===== src/alarm_pkg.sv =====
// Package of register map, field positions and timing constants for the E1 alarm detector
package alarm_pkg;
	// Register byte addresses (printed offsets are not multiples of four: index times four)
	localparam logic [11:0] IDX_LIVE_STATE = 12'h0B9;
	localparam logic [11:0] IDX_IRQ_ENABLE = 12'h0BA;
	localparam logic [11:0] IDX_CHANGE_LATCH = 12'h0BB;
	localparam logic [11:0] IDX_CRITERIA_SELECT = 12'h0BC;
	localparam logic [13:0] ADDR_LIVE_STATE = {IDX_LIVE_STATE, 2'h0};
	localparam logic [13:0] ADDR_IRQ_ENABLE = {IDX_IRQ_ENABLE, 2'h0};
	localparam logic [13:0] ADDR_CHANGE_LATCH = {IDX_CHANGE_LATCH, 2'h0};
	localparam logic [13:0] ADDR_CRITERIA_SELECT = {IDX_CRITERIA_SELECT, 2'h0};
	// Alarm bit positions, shared by state, event and enable registers
	localparam int BIT_RED = 0;
	localparam int BIT_RAI = 1;
	localparam int BIT_AIS = 2;
	localparam int BIT_RMAI = 3;
	localparam int BIT_TS16AIS = 4;
	localparam int BIT_TS16LOS = 5;
	localparam int NUM_ALARMS = 6;
	// Criteria select field positions
	localparam int BIT_RAI_SEL = 0;
	localparam int BIT_AIS_SEL = 1;
	localparam logic [7:0] RESET_VALUE = 8'h00;
	localparam logic [31:0] ERR_READ_VALUE = 32'h00000000;
	// Detection thresholds
	localparam logic [4:0] TS16_RUN = 5'h10;
	localparam logic [3:0] TS16_FRAMES = 4'hF;
	localparam logic [4:0] TS16_AIS_MAX_ZEROS = 5'h03;
	localparam logic [1:0] Y_RUN = 2'h3;
	localparam logic [2:0] A_RUN = 3'h4;
	localparam logic [8:0] AIS_WINDOW_LAST = 9'h1FF;
	localparam logic [9:0] AIS_MAX_ZEROS = 10'h002;
	// RED persistence time
	localparam int RED_TIME_MS = 100;
	localparam int CLK_MHZ = 250;
	localparam int RED_CYCLES = RED_TIME_MS * 1000 * CLK_MHZ;
	// Received-bit strobe bundle from the framer
	typedef struct packed {
		logic bit_valid;
		logic bit_value;
		logic frame_sync;
		logic ts16_octet_valid;
		logic [7:0] ts16_octet;
		logic frame_start;
		logic y_valid;
		logic y_value;
		logic a_valid;
		logic a_value;
	} rx_event_s;
endpackage : alarm_pkg


===== src/e1_receive_alarm_detector.sv =====
// E1 receive alarm detector with APB register file and interrupt pin
//
// What this block does
// - TS16 loss: 16 zero octets set, 16 nonzero clear
// - TS16 AIS: under four zeros twice, clear above three
// - Multiframe alarm: three Y ones set, one zero clears
// - AIS sel 0: under three zeros, out of sync
// - AIS sel 1: two windows each to set, clear
// - Remote alarm sel 0: four A ones set
// - Remote alarm sel 1: one A one sets
// - RED after 100 ms out or in sync
// - Any state change latches its event bit
// - Write one clears only those event bits
// - Enable bit gates each event to pin
// - Same bit positions in all three registers
`timescale 1ns/1ps
module e1_receive_alarm_detector
	import alarm_pkg::*;
#(
	parameter int RED_COUNT = RED_CYCLES
) (
	input wire logic pclk,
	input wire logic presetn,
	input wire logic psel,
	input wire logic penable,
	input wire logic pwrite,
	input wire logic [15:0] paddr,
	input wire logic [31:0] pwdata,
	input wire logic [3:0] pstrb,
	output logic [31:0] prdata,
	output logic pready,
	output logic pslverr,
	input wire rx_event_s rx,
	output logic irq_n
);
	// Live alarm states
	logic slot16_loss_state;
	logic slot16_all_ones_state;
	logic remote_multiframe_alarm_state;
	logic all_ones_state;
	logic remote_alarm_state;
	logic frame_loss_alarm_state;
	logic [NUM_ALARMS-1:0] live; // Packed view in register order
	logic [NUM_ALARMS-1:0] live_q; // Previous view for change detection
	logic [NUM_ALARMS-1:0] alarm_change_latch;
	logic [NUM_ALARMS-1:0] alarm_irq_enable;
	logic [1:0] alarm_criteria_select;
	logic all_ones_criterion_sel;
	logic remote_alarm_criterion_sel;
	// Bus decode
	logic access; // Access phase, answered at once
	logic wr_en;
	logic [NUM_ALARMS-1:0] clear_mask;

	assign access = psel && penable;
	assign wr_en = access && pwrite && pstrb[0];
	assign all_ones_criterion_sel = alarm_criteria_select[BIT_AIS_SEL];
	assign remote_alarm_criterion_sel = alarm_criteria_select[BIT_RAI_SEL];
	assign live = {slot16_loss_state, slot16_all_ones_state, remote_multiframe_alarm_state,
		all_ones_state, remote_alarm_state, frame_loss_alarm_state};

	// Write-one-to-clear mask, only on the low byte lane
	always_comb begin
		clear_mask = '0;
		if (wr_en && paddr[13:0] == ADDR_CHANGE_LATCH) begin
			clear_mask = pwdata[NUM_ALARMS-1:0];
		end
	end

	// TS16 loss: count runs of zero and nonzero octets
	logic [4:0] ts16_zero_run;
	logic [4:0] ts16_live_run;
	always_ff @(posedge pclk or negedge presetn) begin
		if (!presetn) begin
			ts16_zero_run <= '0;
			ts16_live_run <= '0;
			slot16_loss_state <= 1'b0;
		end else if (!rx.frame_sync) begin
			// Needs basic frame alignment; restart counts without it
			ts16_zero_run <= '0;
			ts16_live_run <= '0;
		end else if (rx.ts16_octet_valid) begin
			if (rx.ts16_octet == 8'h00) begin
				ts16_live_run <= '0;
				ts16_zero_run <= (ts16_zero_run == TS16_RUN) ? TS16_RUN : ts16_zero_run + 5'h01;
				if (ts16_zero_run + 5'h01 >= TS16_RUN) begin
					slot16_loss_state <= 1'b1;
				end
			end else begin
				ts16_zero_run <= '0;
				ts16_live_run <= (ts16_live_run == TS16_RUN) ? TS16_RUN : ts16_live_run + 5'h01;
				if (ts16_live_run + 5'h01 >= TS16_RUN) begin
					slot16_loss_state <= 1'b0;
				end
			end
		end
	end

	// TS16 AIS: zero count per 16-frame period
	logic [3:0] ts16_frame_cnt;
	logic [7:0] ts16_zero_cnt; // Up to 128 zeros in 16 octets
	logic ts16_low_prev; // Last period had under four zeros
	logic [7:0] ts16_zeros_now;
	logic [7:0] ts16_period_zeros;
	always_comb begin
		ts16_zeros_now = 8'h00;
		for (int i = 0; i < 8; i++) begin
			ts16_zeros_now = ts16_zeros_now + {7'h00, ~rx.ts16_octet[i]};
		end
		ts16_period_zeros = ts16_zero_cnt + ts16_zeros_now;
	end
	always_ff @(posedge pclk or negedge presetn) begin
		if (!presetn) begin
			ts16_frame_cnt <= '0;
			ts16_zero_cnt <= '0;
			ts16_low_prev <= 1'b0;
			slot16_all_ones_state <= 1'b0;
		end else if (!rx.frame_sync) begin
			ts16_frame_cnt <= '0;
			ts16_zero_cnt <= '0;
			ts16_low_prev <= 1'b0;
		end else if (rx.ts16_octet_valid) begin
			if (ts16_frame_cnt == TS16_FRAMES) begin
				ts16_frame_cnt <= '0;
				ts16_zero_cnt <= '0;
				ts16_low_prev <= (ts16_period_zeros <= {3'h0, TS16_AIS_MAX_ZEROS});
				if (ts16_period_zeros > {3'h0, TS16_AIS_MAX_ZEROS}) begin
					slot16_all_ones_state <= 1'b0;
				end else if (ts16_low_prev) begin
					slot16_all_ones_state <= 1'b1;
				end
			end else begin
				ts16_frame_cnt <= ts16_frame_cnt + 4'h1;
				ts16_zero_cnt <= ts16_period_zeros;
			end
		end
	end

	// Remote multiframe alarm from Y bits, one per signalling multiframe
	logic [1:0] y_run;
	always_ff @(posedge pclk or negedge presetn) begin
		if (!presetn) begin
			y_run <= '0;
			remote_multiframe_alarm_state <= 1'b0;
		end else if (rx.y_valid) begin
			if (!rx.y_value) begin
				y_run <= '0;
				remote_multiframe_alarm_state <= 1'b0;
			end else begin
				y_run <= (y_run == Y_RUN) ? Y_RUN : y_run + 2'h1;
				if (y_run + 2'h1 >= Y_RUN) begin
					remote_multiframe_alarm_state <= 1'b1;
				end
			end
		end
	end

	// AIS: zeros in fixed 512-bit windows of the raw stream
	logic [8:0] ais_bit_cnt;
	logic [9:0] ais_zero_cnt;
	logic ais_low_prev; // Previous window had under three zeros
	logic ais_high_prev; // Previous window had over two zeros
	logic [9:0] ais_window_zeros;
	logic ais_low;
	assign ais_window_zeros = ais_zero_cnt + {9'h000, ~rx.bit_value};
	assign ais_low = ais_window_zeros <= AIS_MAX_ZEROS;
	always_ff @(posedge pclk or negedge presetn) begin
		if (!presetn) begin
			ais_bit_cnt <= '0;
			ais_zero_cnt <= '0;
			ais_low_prev <= 1'b0;
			ais_high_prev <= 1'b0;
			all_ones_state <= 1'b0;
		end else if (rx.bit_valid) begin
			if (ais_bit_cnt == AIS_WINDOW_LAST) begin
				ais_bit_cnt <= '0;
				ais_zero_cnt <= '0;
				ais_low_prev <= ais_low;
				ais_high_prev <= !ais_low;
				if (!all_ones_criterion_sel) begin
					// Single window; declaring also needs loss of alignment
					if (ais_low && !rx.frame_sync) begin
						all_ones_state <= 1'b1;
					end else if (!ais_low) begin
						all_ones_state <= 1'b0;
					end
				end else begin
					if (ais_low && ais_low_prev) begin
						all_ones_state <= 1'b1;
					end else if (!ais_low && ais_high_prev) begin
						all_ones_state <= 1'b0;
					end
				end
			end else begin
				ais_bit_cnt <= ais_bit_cnt + 9'h001;
				ais_zero_cnt <= ais_window_zeros;
			end
		end
	end

	// Remote alarm from A bits in non-alignment frames
	logic [2:0] a_run;
	always_ff @(posedge pclk or negedge presetn) begin
		if (!presetn) begin
			a_run <= '0;
			remote_alarm_state <= 1'b0;
		end else if (!rx.frame_sync) begin
			a_run <= '0; // A bits mean nothing without alignment
		end else if (rx.a_valid) begin
			if (!rx.a_value) begin
				a_run <= '0;
				remote_alarm_state <= 1'b0;
			end else begin
				a_run <= (a_run == A_RUN) ? A_RUN : a_run + 3'h1;
				if (remote_alarm_criterion_sel || a_run + 3'h1 >= A_RUN) begin
					remote_alarm_state <= 1'b1;
				end
			end
		end
	end

	// RED: persistence timer restarts whenever sync disagrees with the state
	logic [31:0] red_cnt;
	always_ff @(posedge pclk or negedge presetn) begin
		if (!presetn) begin
			red_cnt <= '0;
			frame_loss_alarm_state <= 1'b0;
		end else if (rx.frame_sync != frame_loss_alarm_state) begin
			red_cnt <= '0; // Condition matches present state, nothing pending
		end else if (red_cnt >= RED_COUNT - 1) begin
			red_cnt <= '0;
			frame_loss_alarm_state <= !frame_loss_alarm_state;
		end else begin
			red_cnt <= red_cnt + 32'h1;
		end
	end

	// Event latch: a change in the same cycle as a clear still latches
	always_ff @(posedge pclk or negedge presetn) begin
		if (!presetn) begin
			live_q <= '0;
			alarm_change_latch <= '0;
		end else begin
			live_q <= live;
			alarm_change_latch <= (alarm_change_latch & ~clear_mask) | (live ^ live_q);
		end
	end

	// Software-written control registers
	always_ff @(posedge pclk or negedge presetn) begin
		if (!presetn) begin
			alarm_irq_enable <= RESET_VALUE[NUM_ALARMS-1:0];
			alarm_criteria_select <= RESET_VALUE[1:0];
		end else if (wr_en) begin
			if (paddr[13:0] == ADDR_IRQ_ENABLE) begin
				alarm_irq_enable <= pwdata[NUM_ALARMS-1:0];
			end else if (paddr[13:0] == ADDR_CRITERIA_SELECT) begin
				alarm_criteria_select <= pwdata[1:0];
			end
		end
	end

	// Interrupt pin, registered; one cycle behind the latch
	always_ff @(posedge pclk or negedge presetn) begin
		if (!presetn) begin
			irq_n <= 1'b1;
		end else begin
			irq_n <= !(|(alarm_change_latch & alarm_irq_enable));
		end
	end

	// APB read path and answer, zero wait states
	always_ff @(posedge pclk or negedge presetn) begin
		if (!presetn) begin
			prdata <= '0;
			pready <= 1'b0;
			pslverr <= 1'b0;
		end else begin
			pready <= psel && !penable; // Ready during the access phase
			pslverr <= 1'b0;
			prdata <= '0;
			if (psel && !penable && !pwrite) begin
				if (paddr[13:0] == ADDR_LIVE_STATE) begin
					prdata <= {26'h0, live};
				end else if (paddr[13:0] == ADDR_IRQ_ENABLE) begin
					prdata <= {26'h0, alarm_irq_enable};
				end else if (paddr[13:0] == ADDR_CHANGE_LATCH) begin
					prdata <= {26'h0, alarm_change_latch};
				end else if (paddr[13:0] == ADDR_CRITERIA_SELECT) begin
					prdata <= {30'h0, alarm_criteria_select};
				end else begin
					prdata <= ERR_READ_VALUE;
				end
			end
		end
	end

	// Checks
	a_pin_follows_enable: assert property (@(posedge pclk) disable iff (!presetn)
		(|(alarm_change_latch & alarm_irq_enable)) |=> !irq_n)
		else $error("irq pin not low with enabled event");
	a_pin_idle_when_masked: assert property (@(posedge pclk) disable iff (!presetn)
		!(|(alarm_change_latch & alarm_irq_enable)) |=> irq_n)
		else $error("irq pin low with no enabled event");
	a_change_sets_event: assert property (@(posedge pclk) disable iff (!presetn)
		(live != live_q) |=> ((alarm_change_latch & ($past(live) ^ $past(live_q))) ==
		($past(live) ^ $past(live_q))))
		else $error("state change missed by event latch");
	a_clear_keeps_others: assert property (@(posedge pclk) disable iff (!presetn)
		(clear_mask != '0) |=> ((alarm_change_latch & ~$past(clear_mask)) ==
		($past(alarm_change_latch) & ~$past(clear_mask))) || (live_q != $past(live_q)))
		else $error("clear touched unwritten event bits");
	a_y_zero_clears: assert property (@(posedge pclk) disable iff (!presetn)
		(rx.y_valid && !rx.y_value) |=> !remote_multiframe_alarm_state)
		else $error("Y zero did not clear alarm");
	a_a_zero_clears: assert property (@(posedge pclk) disable iff (!presetn)
		(rx.frame_sync && rx.a_valid && !rx.a_value) |=> !remote_alarm_state)
		else $error("A zero did not clear remote alarm");
	a_a_one_sets_sel1: assert property (@(posedge pclk) disable iff (!presetn)
		(remote_alarm_criterion_sel && rx.frame_sync && rx.a_valid && rx.a_value)
		|=> remote_alarm_state)
		else $error("A one did not set remote alarm");
	a_red_rises_slow: assert property (@(posedge pclk) disable iff (!presetn)
		$rose(frame_loss_alarm_state) |-> !$past(rx.frame_sync, 2))
		else $error("RED rose while aligned");
	a_ts16_loss_run: assert property (@(posedge pclk) disable iff (!presetn)
		$rose(slot16_loss_state) |-> ts16_zero_run == TS16_RUN)
		else $error("TS16 loss set before 16 zero octets");
endmodule : e1_receive_alarm_detector


===== config.mk =====
export PLATFORM = sky130hd
export DESIGN_NAME = e1_receive_alarm_detector
export DESIGN_NICKNAME = d
export VERILOG_FILES = /design/src/alarm_pkg.sv /design/src/e1_receive_alarm_detector.sv
export SDC_FILE = /design/constraint.sdc
export NUM_CORES = 1
export LEC_CHECK = 0
export ABC_AREA = 1
export BUFFER_PORTS_ARGS = -buffer_cell sky130_fd_sc_hd__buf_2
export CORE_MARGIN = 10
export CORE_UTILIZATION = 35
export DETAILED_ROUTE_END_ITERATION = 6
export PLACE_DENSITY = 0.57
export RECOVER_POWER = 50
export SETUP_SLACK_MARGIN = 0.5
export SYNTH_ARGS = -nofsm -noshare
export SYNTH_HDL_FRONTEND = slang
export SYNTH_SLANG_ARGS = --single-unit

===== constraint.sdc =====
create_clock -name pclk -period 5.9 [get_ports pclk]
set_input_delay 1.77 -clock pclk [delete_from_list [all_inputs] [get_ports pclk]]
set_output_delay 1.77 -clock pclk [all_outputs]
set_load 0.01 [all_outputs]

Word-level counts from Yosys, hierarchy flattened
Index checks and enable logic that the tools add are counted.
{"block": "word_totals", "word_cells": 161, "inputBits": 74, "regBits": 141}
{"block": "classes", "bitwise_logic": 16, "eq_ne": 19, "magnitude_cmp": 8, "n_reduce_logical": 30, "muxes": 47, "addsub": 16}
{"op": "32-bit two-way mux", "n": 2}
{"op": "14-bit by 10-bit == test with 1-bit output (second input constant)", "n": 4}
{"op": "5-bit two-way mux", "n": 8}
{"op": "32-bit by 1-bit adder with 32-bit output (second input constant)", "n": 1}
{"op": "32-bit by 25-bit greater-or-equal comparator with 1-bit output (second input constant)", "n": 1}
{"op": "6-bit two-way mux", "n": 5}
{"op": "8-bit two-way mux", "n": 3}
{"op": "1-bit two-way mux", "n": 17}
{"op": "6-bit AND", "n": 2}
{"op": "3-bit two-way mux", "n": 4}
{"op": "4-bit two-way mux", "n": 3}
{"op": "4-bit AND reduction", "n": 3}
{"op": "1-bit NOT", "n": 11}
{"op": "10-bit by 1-bit adder with 10-bit output", "n": 1}
{"op": "5-bit by 1-bit adder with 5-bit output (second input constant)", "n": 2}
{"op": "5-bit == test (second input constant)", "n": 2}
{"op": "5-bit greater-or-equal comparator (second input constant)", "n": 2}
{"op": "10-bit by 2-bit <= comparator with 1-bit output (second input constant)", "n": 1}
{"op": "10-bit two-way mux", "n": 1}
{"op": "2-bit AND reduction", "n": 5}
{"op": "9-bit by 1-bit adder with 9-bit output (second input constant)", "n": 1}
{"op": "9-bit == test (second input constant)", "n": 1}
{"op": "1-bit logical AND", "n": 9}
{"op": "9-bit two-way mux", "n": 1}
{"op": "33 further kinds", "n": 46}

Logic depth before layout (Yosys ltp)
{"block": "depth", "word_depth": 13, "mapped_depth": 17, "depth_no_buf": 17}

Worst setup path after synthesis
OpenSTA, ideal clock, no wires.
{"block": "synth_timing", "path_type": "in2reg", "startpoint": "in rx[5] (netlist name)", "endpoint": "reg slot16_all_ones_state", "arrival_ns": 4.914, "required_time_ns": 5.816, "setup_ns": 0.084, "path_stages": 14, "n_path_buf": 0, "setup_slack_ns": 0.902, "path_cell_list": "fa_1 -> inv_1 -> fa_1 -> fa_1 -> inv_1 -> fa_1 -> fa_1 -> nand3b_1 -> nand2_1 -> nand2_1 -> xor2_1 -> nor2_1 -> nand3_1 -> a21boi_0"}
{"block": "synth_via", "elab_chain_len": 12}
{"element": "start, declared", "line": "e1_receive_alarm_detector.sv:33", "text": "input wire rx_event_s rx,"}
{"element": "1-bit NOT (*)", "line": "e1_receive_alarm_detector.sv:108", "text": "ts16_zeros_now = ts16_zeros_now + {7'h00, ~rx.ts16_octet[i]};"}
{"element": "1-bit by 1-bit adder with 2-bit output (*)", "line": "e1_receive_alarm_detector.sv:108"}
{"element": "2-bit by 1-bit adder with 3-bit output (*)", "line": "e1_receive_alarm_detector.sv:108"}
{"element": "3-bit by 1-bit adder with 4-bit output (*)", "line": "e1_receive_alarm_detector.sv:108"}
{"element": "4-bit by 1-bit adder with 5-bit output (*)", "line": "e1_receive_alarm_detector.sv:108"}
{"element": "5-bit by 1-bit adder with 6-bit output (*)", "line": "e1_receive_alarm_detector.sv:108"}
{"element": "6-bit by 1-bit adder with 7-bit output (*)", "line": "e1_receive_alarm_detector.sv:108"}
{"element": "7-bit by 1-bit adder with 8-bit output (*)", "line": "e1_receive_alarm_detector.sv:108"}
{"element": "8-bit adder (*)", "line": "e1_receive_alarm_detector.sv:110", "text": "ts16_period_zeros = ts16_zero_cnt + ts16_zeros_now;"}
{"element": "8-bit by 2-bit greater-than comparator with 1-bit output (*)", "line": "e1_receive_alarm_detector.sv:127", "text": "if (ts16_period_zeros > {3'h0, TS16_AIS_MAX_ZEROS}) begin"}
{"element": "2-bit nonzero test (no line)"}
{"element": "4-bit AND reduction (no line)"}
{"element": "end signal, assigned", "line": "e1_receive_alarm_detector.sv:117", "text": "slot16_all_ones_state <= 1'b0;"}
{"element": "end signal, assigned", "line": "e1_receive_alarm_detector.sv:128", "text": "slot16_all_ones_state <= 1'b0;"}
{"element": "end signal, assigned", "line": "e1_receive_alarm_detector.sv:130", "text": "slot16_all_ones_state <= 1'b1;"}
{"element": "end, declared", "line": "e1_receive_alarm_detector.sv:38", "text": "logic slot16_all_ones_state;"}
Every way passes the cells marked *; elsewhere a longest branch is shown, timed or not.
A chain may end at the register's enable or synchronous reset.

Worst setup path after layout
{"block": "layout_timing", "startpoint": "in rx[5] (netlist name)", "endpoint": "reg ts16_low_prev"}
{"block": "layout_via", "elab_chain_len": 13}
{"element": "1-bit NOT", "line": "e1_receive_alarm_detector.sv:108"}
{"element": "1-bit by 1-bit adder with 2-bit output", "line": "e1_receive_alarm_detector.sv:108"}
{"element": "2-bit by 1-bit adder with 3-bit output", "line": "e1_receive_alarm_detector.sv:108"}
{"element": "3-bit by 1-bit adder with 4-bit output", "line": "e1_receive_alarm_detector.sv:108"}
{"element": "4-bit by 1-bit adder with 5-bit output", "line": "e1_receive_alarm_detector.sv:108"}
{"element": "5-bit by 1-bit adder with 6-bit output", "line": "e1_receive_alarm_detector.sv:108"}
{"element": "6-bit by 1-bit adder with 7-bit output", "line": "e1_receive_alarm_detector.sv:108"}
{"element": "7-bit by 1-bit adder with 8-bit output", "line": "e1_receive_alarm_detector.sv:108"}
{"element": "8-bit adder", "line": "e1_receive_alarm_detector.sv:110"}
{"element": "8-bit by 2-bit <= comparator with 1-bit output", "line": "e1_receive_alarm_detector.sv:126", "text": "ts16_low_prev <= (ts16_period_zeros <= {3'h0, TS16_AIS_MAX_ZEROS});"}
{"element": "1-bit two-way mux", "line": "e1_receive_alarm_detector.sv:123", "text": "if (ts16_frame_cnt == TS16_FRAMES) begin"}
{"element": "1-bit two-way mux", "line": "e1_receive_alarm_detector.sv:122", "text": "end else if (rx.ts16_octet_valid) begin"}
{"element": "1-bit two-way mux", "line": "e1_receive_alarm_detector.sv:118", "text": "end else if (!rx.frame_sync) begin"}
{"element": "end signal, assigned", "line": "e1_receive_alarm_detector.sv:126"}
{"element": "end, declared", "line": "e1_receive_alarm_detector.sv:102", "text": "logic ts16_low_prev;"}
Every way passes these cells. The select of a mux whose other input is x is not followed.

==> impl_table.tex <==
\begin{tabular}{lr}
\hline
Metric & Value \\
\hline
\multicolumn{2}{l}{\textbf{Cells and area}} \\
Filler cell count in the final layout & 1836 \\
Post-Route Utilization & 41.3\% \\
Reg area & 0.00288 mm\^{}2 \\
Area occupied by multi-input gates & 0.00288 mm\^{}2 \\
Final nets & 927 \\
Layout cells sized above 1 & 14.0\% \\
Area growth syn-to-layout & 16.2\% \\
Antenna diode count & 0 \\
\multicolumn{2}{l}{\textbf{Placement}} \\
Buffers on Ports & 49 \\
Weighted congestion reported at the end of routability-driven placement & 0.797 \\
HPWL after detailed placement & 9820 um \\
\multicolumn{2}{l}{\textbf{Power and ir drop}} \\
Power per standard cell area & 320 mW/mm\^{}2 \\
Post-layout power & 2.37 mW \\
Worst vdd rail ir drop & 0.210 mV \\
Leakage power & 3.61 nW \\
\multicolumn{2}{l}{\textbf{Synthesis}} \\
Synth Area in Compound Gates & 9.16\% \\
Dominant cell by count in the synthesized netlist & nand2\_1 \\
Count of flip-flops with a built-in enable after synthesis & 0 \\
Leading register cell type out of synthesis & dfrtp\_1 \\
Share of the yosys chip area belonging to registers & 45.2\% \\
Largest area contributor in the synthesized netlist & dfrtp\_1 \\
Ys async rst share & 100\% \\
Distinct cell type count after synthesis & 50 \\
Ranking of synthesized cells by instance count & nand2\_1, inv\_1, dfrtp\_1 \\
Count of state elements after synthesis & 115 \\
Xor-xnor portion of the synthesized cell area & 4.54\% \\
Post-Syn Area & 0.00636 mm\^{}2 \\
Basic-gate share of the synthesized area counting and, or, nand and nor cells & 24.6\% \\
Main combinational cell family by area after synthesis & simple AND/OR/NAND/NOR gates \\
Count of mapped cells out of synthesis & 761 \\
Syn avg cell area & 8.36 um\^{}2 \\
Cells taking the most area after synthesis & dfrtp\_1, nand2\_1, inv\_1 \\
YS warnings & 0 \\
Yosys top cell area share & 44.8\% \\
Post-synthesis adder-cell area fraction & 5.11\% \\
Post-synthesis mux area share & 0.177\% \\
\multicolumn{2}{l}{\textbf{Routing}} \\
Iteration-0 DRC count of the detailed router & 203 \\
Drt via density & 4.52 \\
First drt pass iteration count & 4 \\
Post-DRT Antenna Nets & 0 \\
Final WL & 13000 um \\
Detailed-route wire length per cell & 12.1 um \\
Number of remaining DRC errors & 0 \\
Number of vias in the routed layout & 4847 \\
\multicolumn{2}{l}{\textbf{Clock network}} \\
Maximum level of the CTS H-tree & 4 \\
Number of clock sinks & 115 \\
Latest clock arrival within the worst-skew pair & 0.41 ns \\
Maximum clock insertion buffer count & 2 \\
Number of buffers inserted to repair setup after CTS & 0 \\
TritonCTS clock tree & done \\
Hold buffers post-CTS & 0 \\
Cell at the root of the clock tree & clkbuf\_16 \\
Clock transition time at the flip-flop clock pins of the worst setup and hold paths & 0.05 ns \\
CTS Buf Count & 17 \\
Number of cells upsized or downsized after cts & 0 \\
\multicolumn{2}{l}{\textbf{Critical path}} \\
Startpoint Class & primary input \\
Critical path peak fanout & 2 \\
Critical path required time & 6.22 ns \\
Critical setup path kind & primary input to flop \\
Critical path endpoint category & flop \\
Arrival @ worst endpoint & 5.22 ns \\
\multicolumn{2}{l}{\textbf{STA}} \\
Endpoints failing setup & 0 \\
Transition time at the pin with the least slew margin & 3.34 ns \\
Count of final max-slew check failures & 64 \\
Worst hold slack & 0.420 ns \\
Minimum period implied by the final worst setup slack & 4.90 ns \\
Final Hold Fails & 0 \\
Highest clock frequency the design can meet & 204 MHz \\
Post-route fraction of the period consumed by the critical path & 83.1\% \\
Relative slew slack & -123\% \\
Post-route setup TNS & 0 ns \\
Setup repair after global routing missed its margin & false \\
Worst-case clock skew & 0.00545 ns \\
\multicolumn{2}{l}{\textbf{Die}} \\
Starting Density & 35.5\% \\
DIE WIDTH & 155 um \\
Std-Cell Rows & 49 \\
Core ar. & 0.0179 mm\^{}2 \\
Full die area & 0.0240 mm\^{}2 \\
Height of the die & 155 um \\
Number of primary I/O pins & 109 \\
\multicolumn{2}{l}{\textbf{Global route}} \\
Number of global-route vias before repair & 4950 \\
Maximum number of pins on one net before global-route repair & 64 \\
Initial antenna violation count & 1 \\
Global Route Usage Sum & 11.4\% \\
Global-route wire length before repair & 22800 um \\
Overflow left after global routing & 0 \\
\multicolumn{2}{l}{\textbf{Status}} \\
Outcome & complete, but fails checks \\
Violated checks & max-capacitance violations, max-slew violations \\
\multicolumn{2}{l}{\textbf{Run}} \\
Number of maximum-capacitance constraint violations & 1 \\
\multicolumn{2}{l}{\textbf{Hold path}} \\
Classification of the worst-slack hold path & flop to flop \\
\hline
\end{tabular}
==> flip-flops by register name, summed over array words and instances, names as in the netlist, 2 cells and up <==
name,count
prdata,6
live_q,6
alarm_change_latch,6
ts16_frame_cnt,4
alarm_irq_enable,6
ts16_zero_cnt,8
ais_bit_cnt,9
ais_zero_cnt,10
alarm_criteria_select,2
y_run,2
red_cnt,32
ts16_live_run,5
ts16_zero_run,5
a_run,3
==> power breakdown <==
part / internal [mW] / switching, mW
registers: 0.853 / 0.0591
logic: 0.139 / 0.221
clock network: 0.755 / 0.339
total: 1.75 / 0.619
==> cell usage in the layout, fill, tap and decap left out, types with 18 or more instances in the layout <==
cell / count
a21oi_1: 20
buf_2: 44
conb_1: 34
dfrtp_1: 114
ha_1: 18
inv_1: 118
nand2_1: 142
nand3_1: 53
nor2_1: 70
o21ai_0: 37
o22ai_1: 21
xor2_1: 19
==> path summary, 6_finish.rpt <==
kind | from | end | slack [ns] | cells after the start
setup / recovery | rx[5] | ts16_low_prev | 1.0 | 15
hold / removal | slot16_all_ones_state | live_q[4] | 0.42 | 0
min in group asynchronous | presetn | red_cnt[3] | 2.47 | 1
setup reg to reg | ts16_zero_cnt[0] | ts16_low_prev | 2.11 | 15
max in group asynchronous | presetn | ts16_frame_cnt[3] | 1.46 | 2
hold reg to reg | slot16_all_ones_state | live_q[4] | 0.42 | 0
==> worst max-delay path: stages <==
cell and delay (ns):
buf_2 0.11, fa_1 0.53, inv_1 0.05, fa_1 0.47
fa_1 0.51, inv_1 0.05, fa_1 0.43, fa_1 0.42
nand3b_1 0.19, nand2_1 0.10, nand2_1 0.06, xor2_1 0.15
nor2_1 0.09, nand3_1 0.10, o21ai_0 0.19
==> per-layer routing <==
| metal | track usage (%) | vias up | share of wire (%) | wire (um) |
|---|---|---|---|---|
| met4 | 2.83 | 0 | 0.82 | 106 |
| met5 | 0 | - | 0 | 0 |
| met3 | 4.16 | 10 | 3.9 | 500 |
| met2 | 18.6 | 61 | 48 | 6270 |
| met1 | 13.8 | 2255 | 47 | 6100 |
| li1 | - | 2521 | - | - |
==> cell type report <==
cell class	instances	area share (%)
flip-flops and latches	115	38.9
clock buffers	21	6.09
well taps	229	3.87
repair buffers	51	3.40
clock inverters	11	2.47
multi-input cells	522	39.0
inverters	123	6.24
==> cells by family after synthesis <==
group | after synthesis
xor gates and xnor gates | 33
muxes | 1
and+or+nand+nor | 329
other | 1
adders and majority gates | 23
DFF | 115
buffers and inverters | 157
AOI/OAI and AO/OA | 102
==> through the flow <==
stage	cell area, um^2	setup slack, ns	instances
floorplan	6490	0.902	794
global placement	6790	0.596	1040
detailed placement	6790	0.548	1040
CTS	7420	1.01	1072
global route	7400	0.687	1072
finish	7400	0.995	1072
No activity file was read; power rests on OpenSTA's default activity.
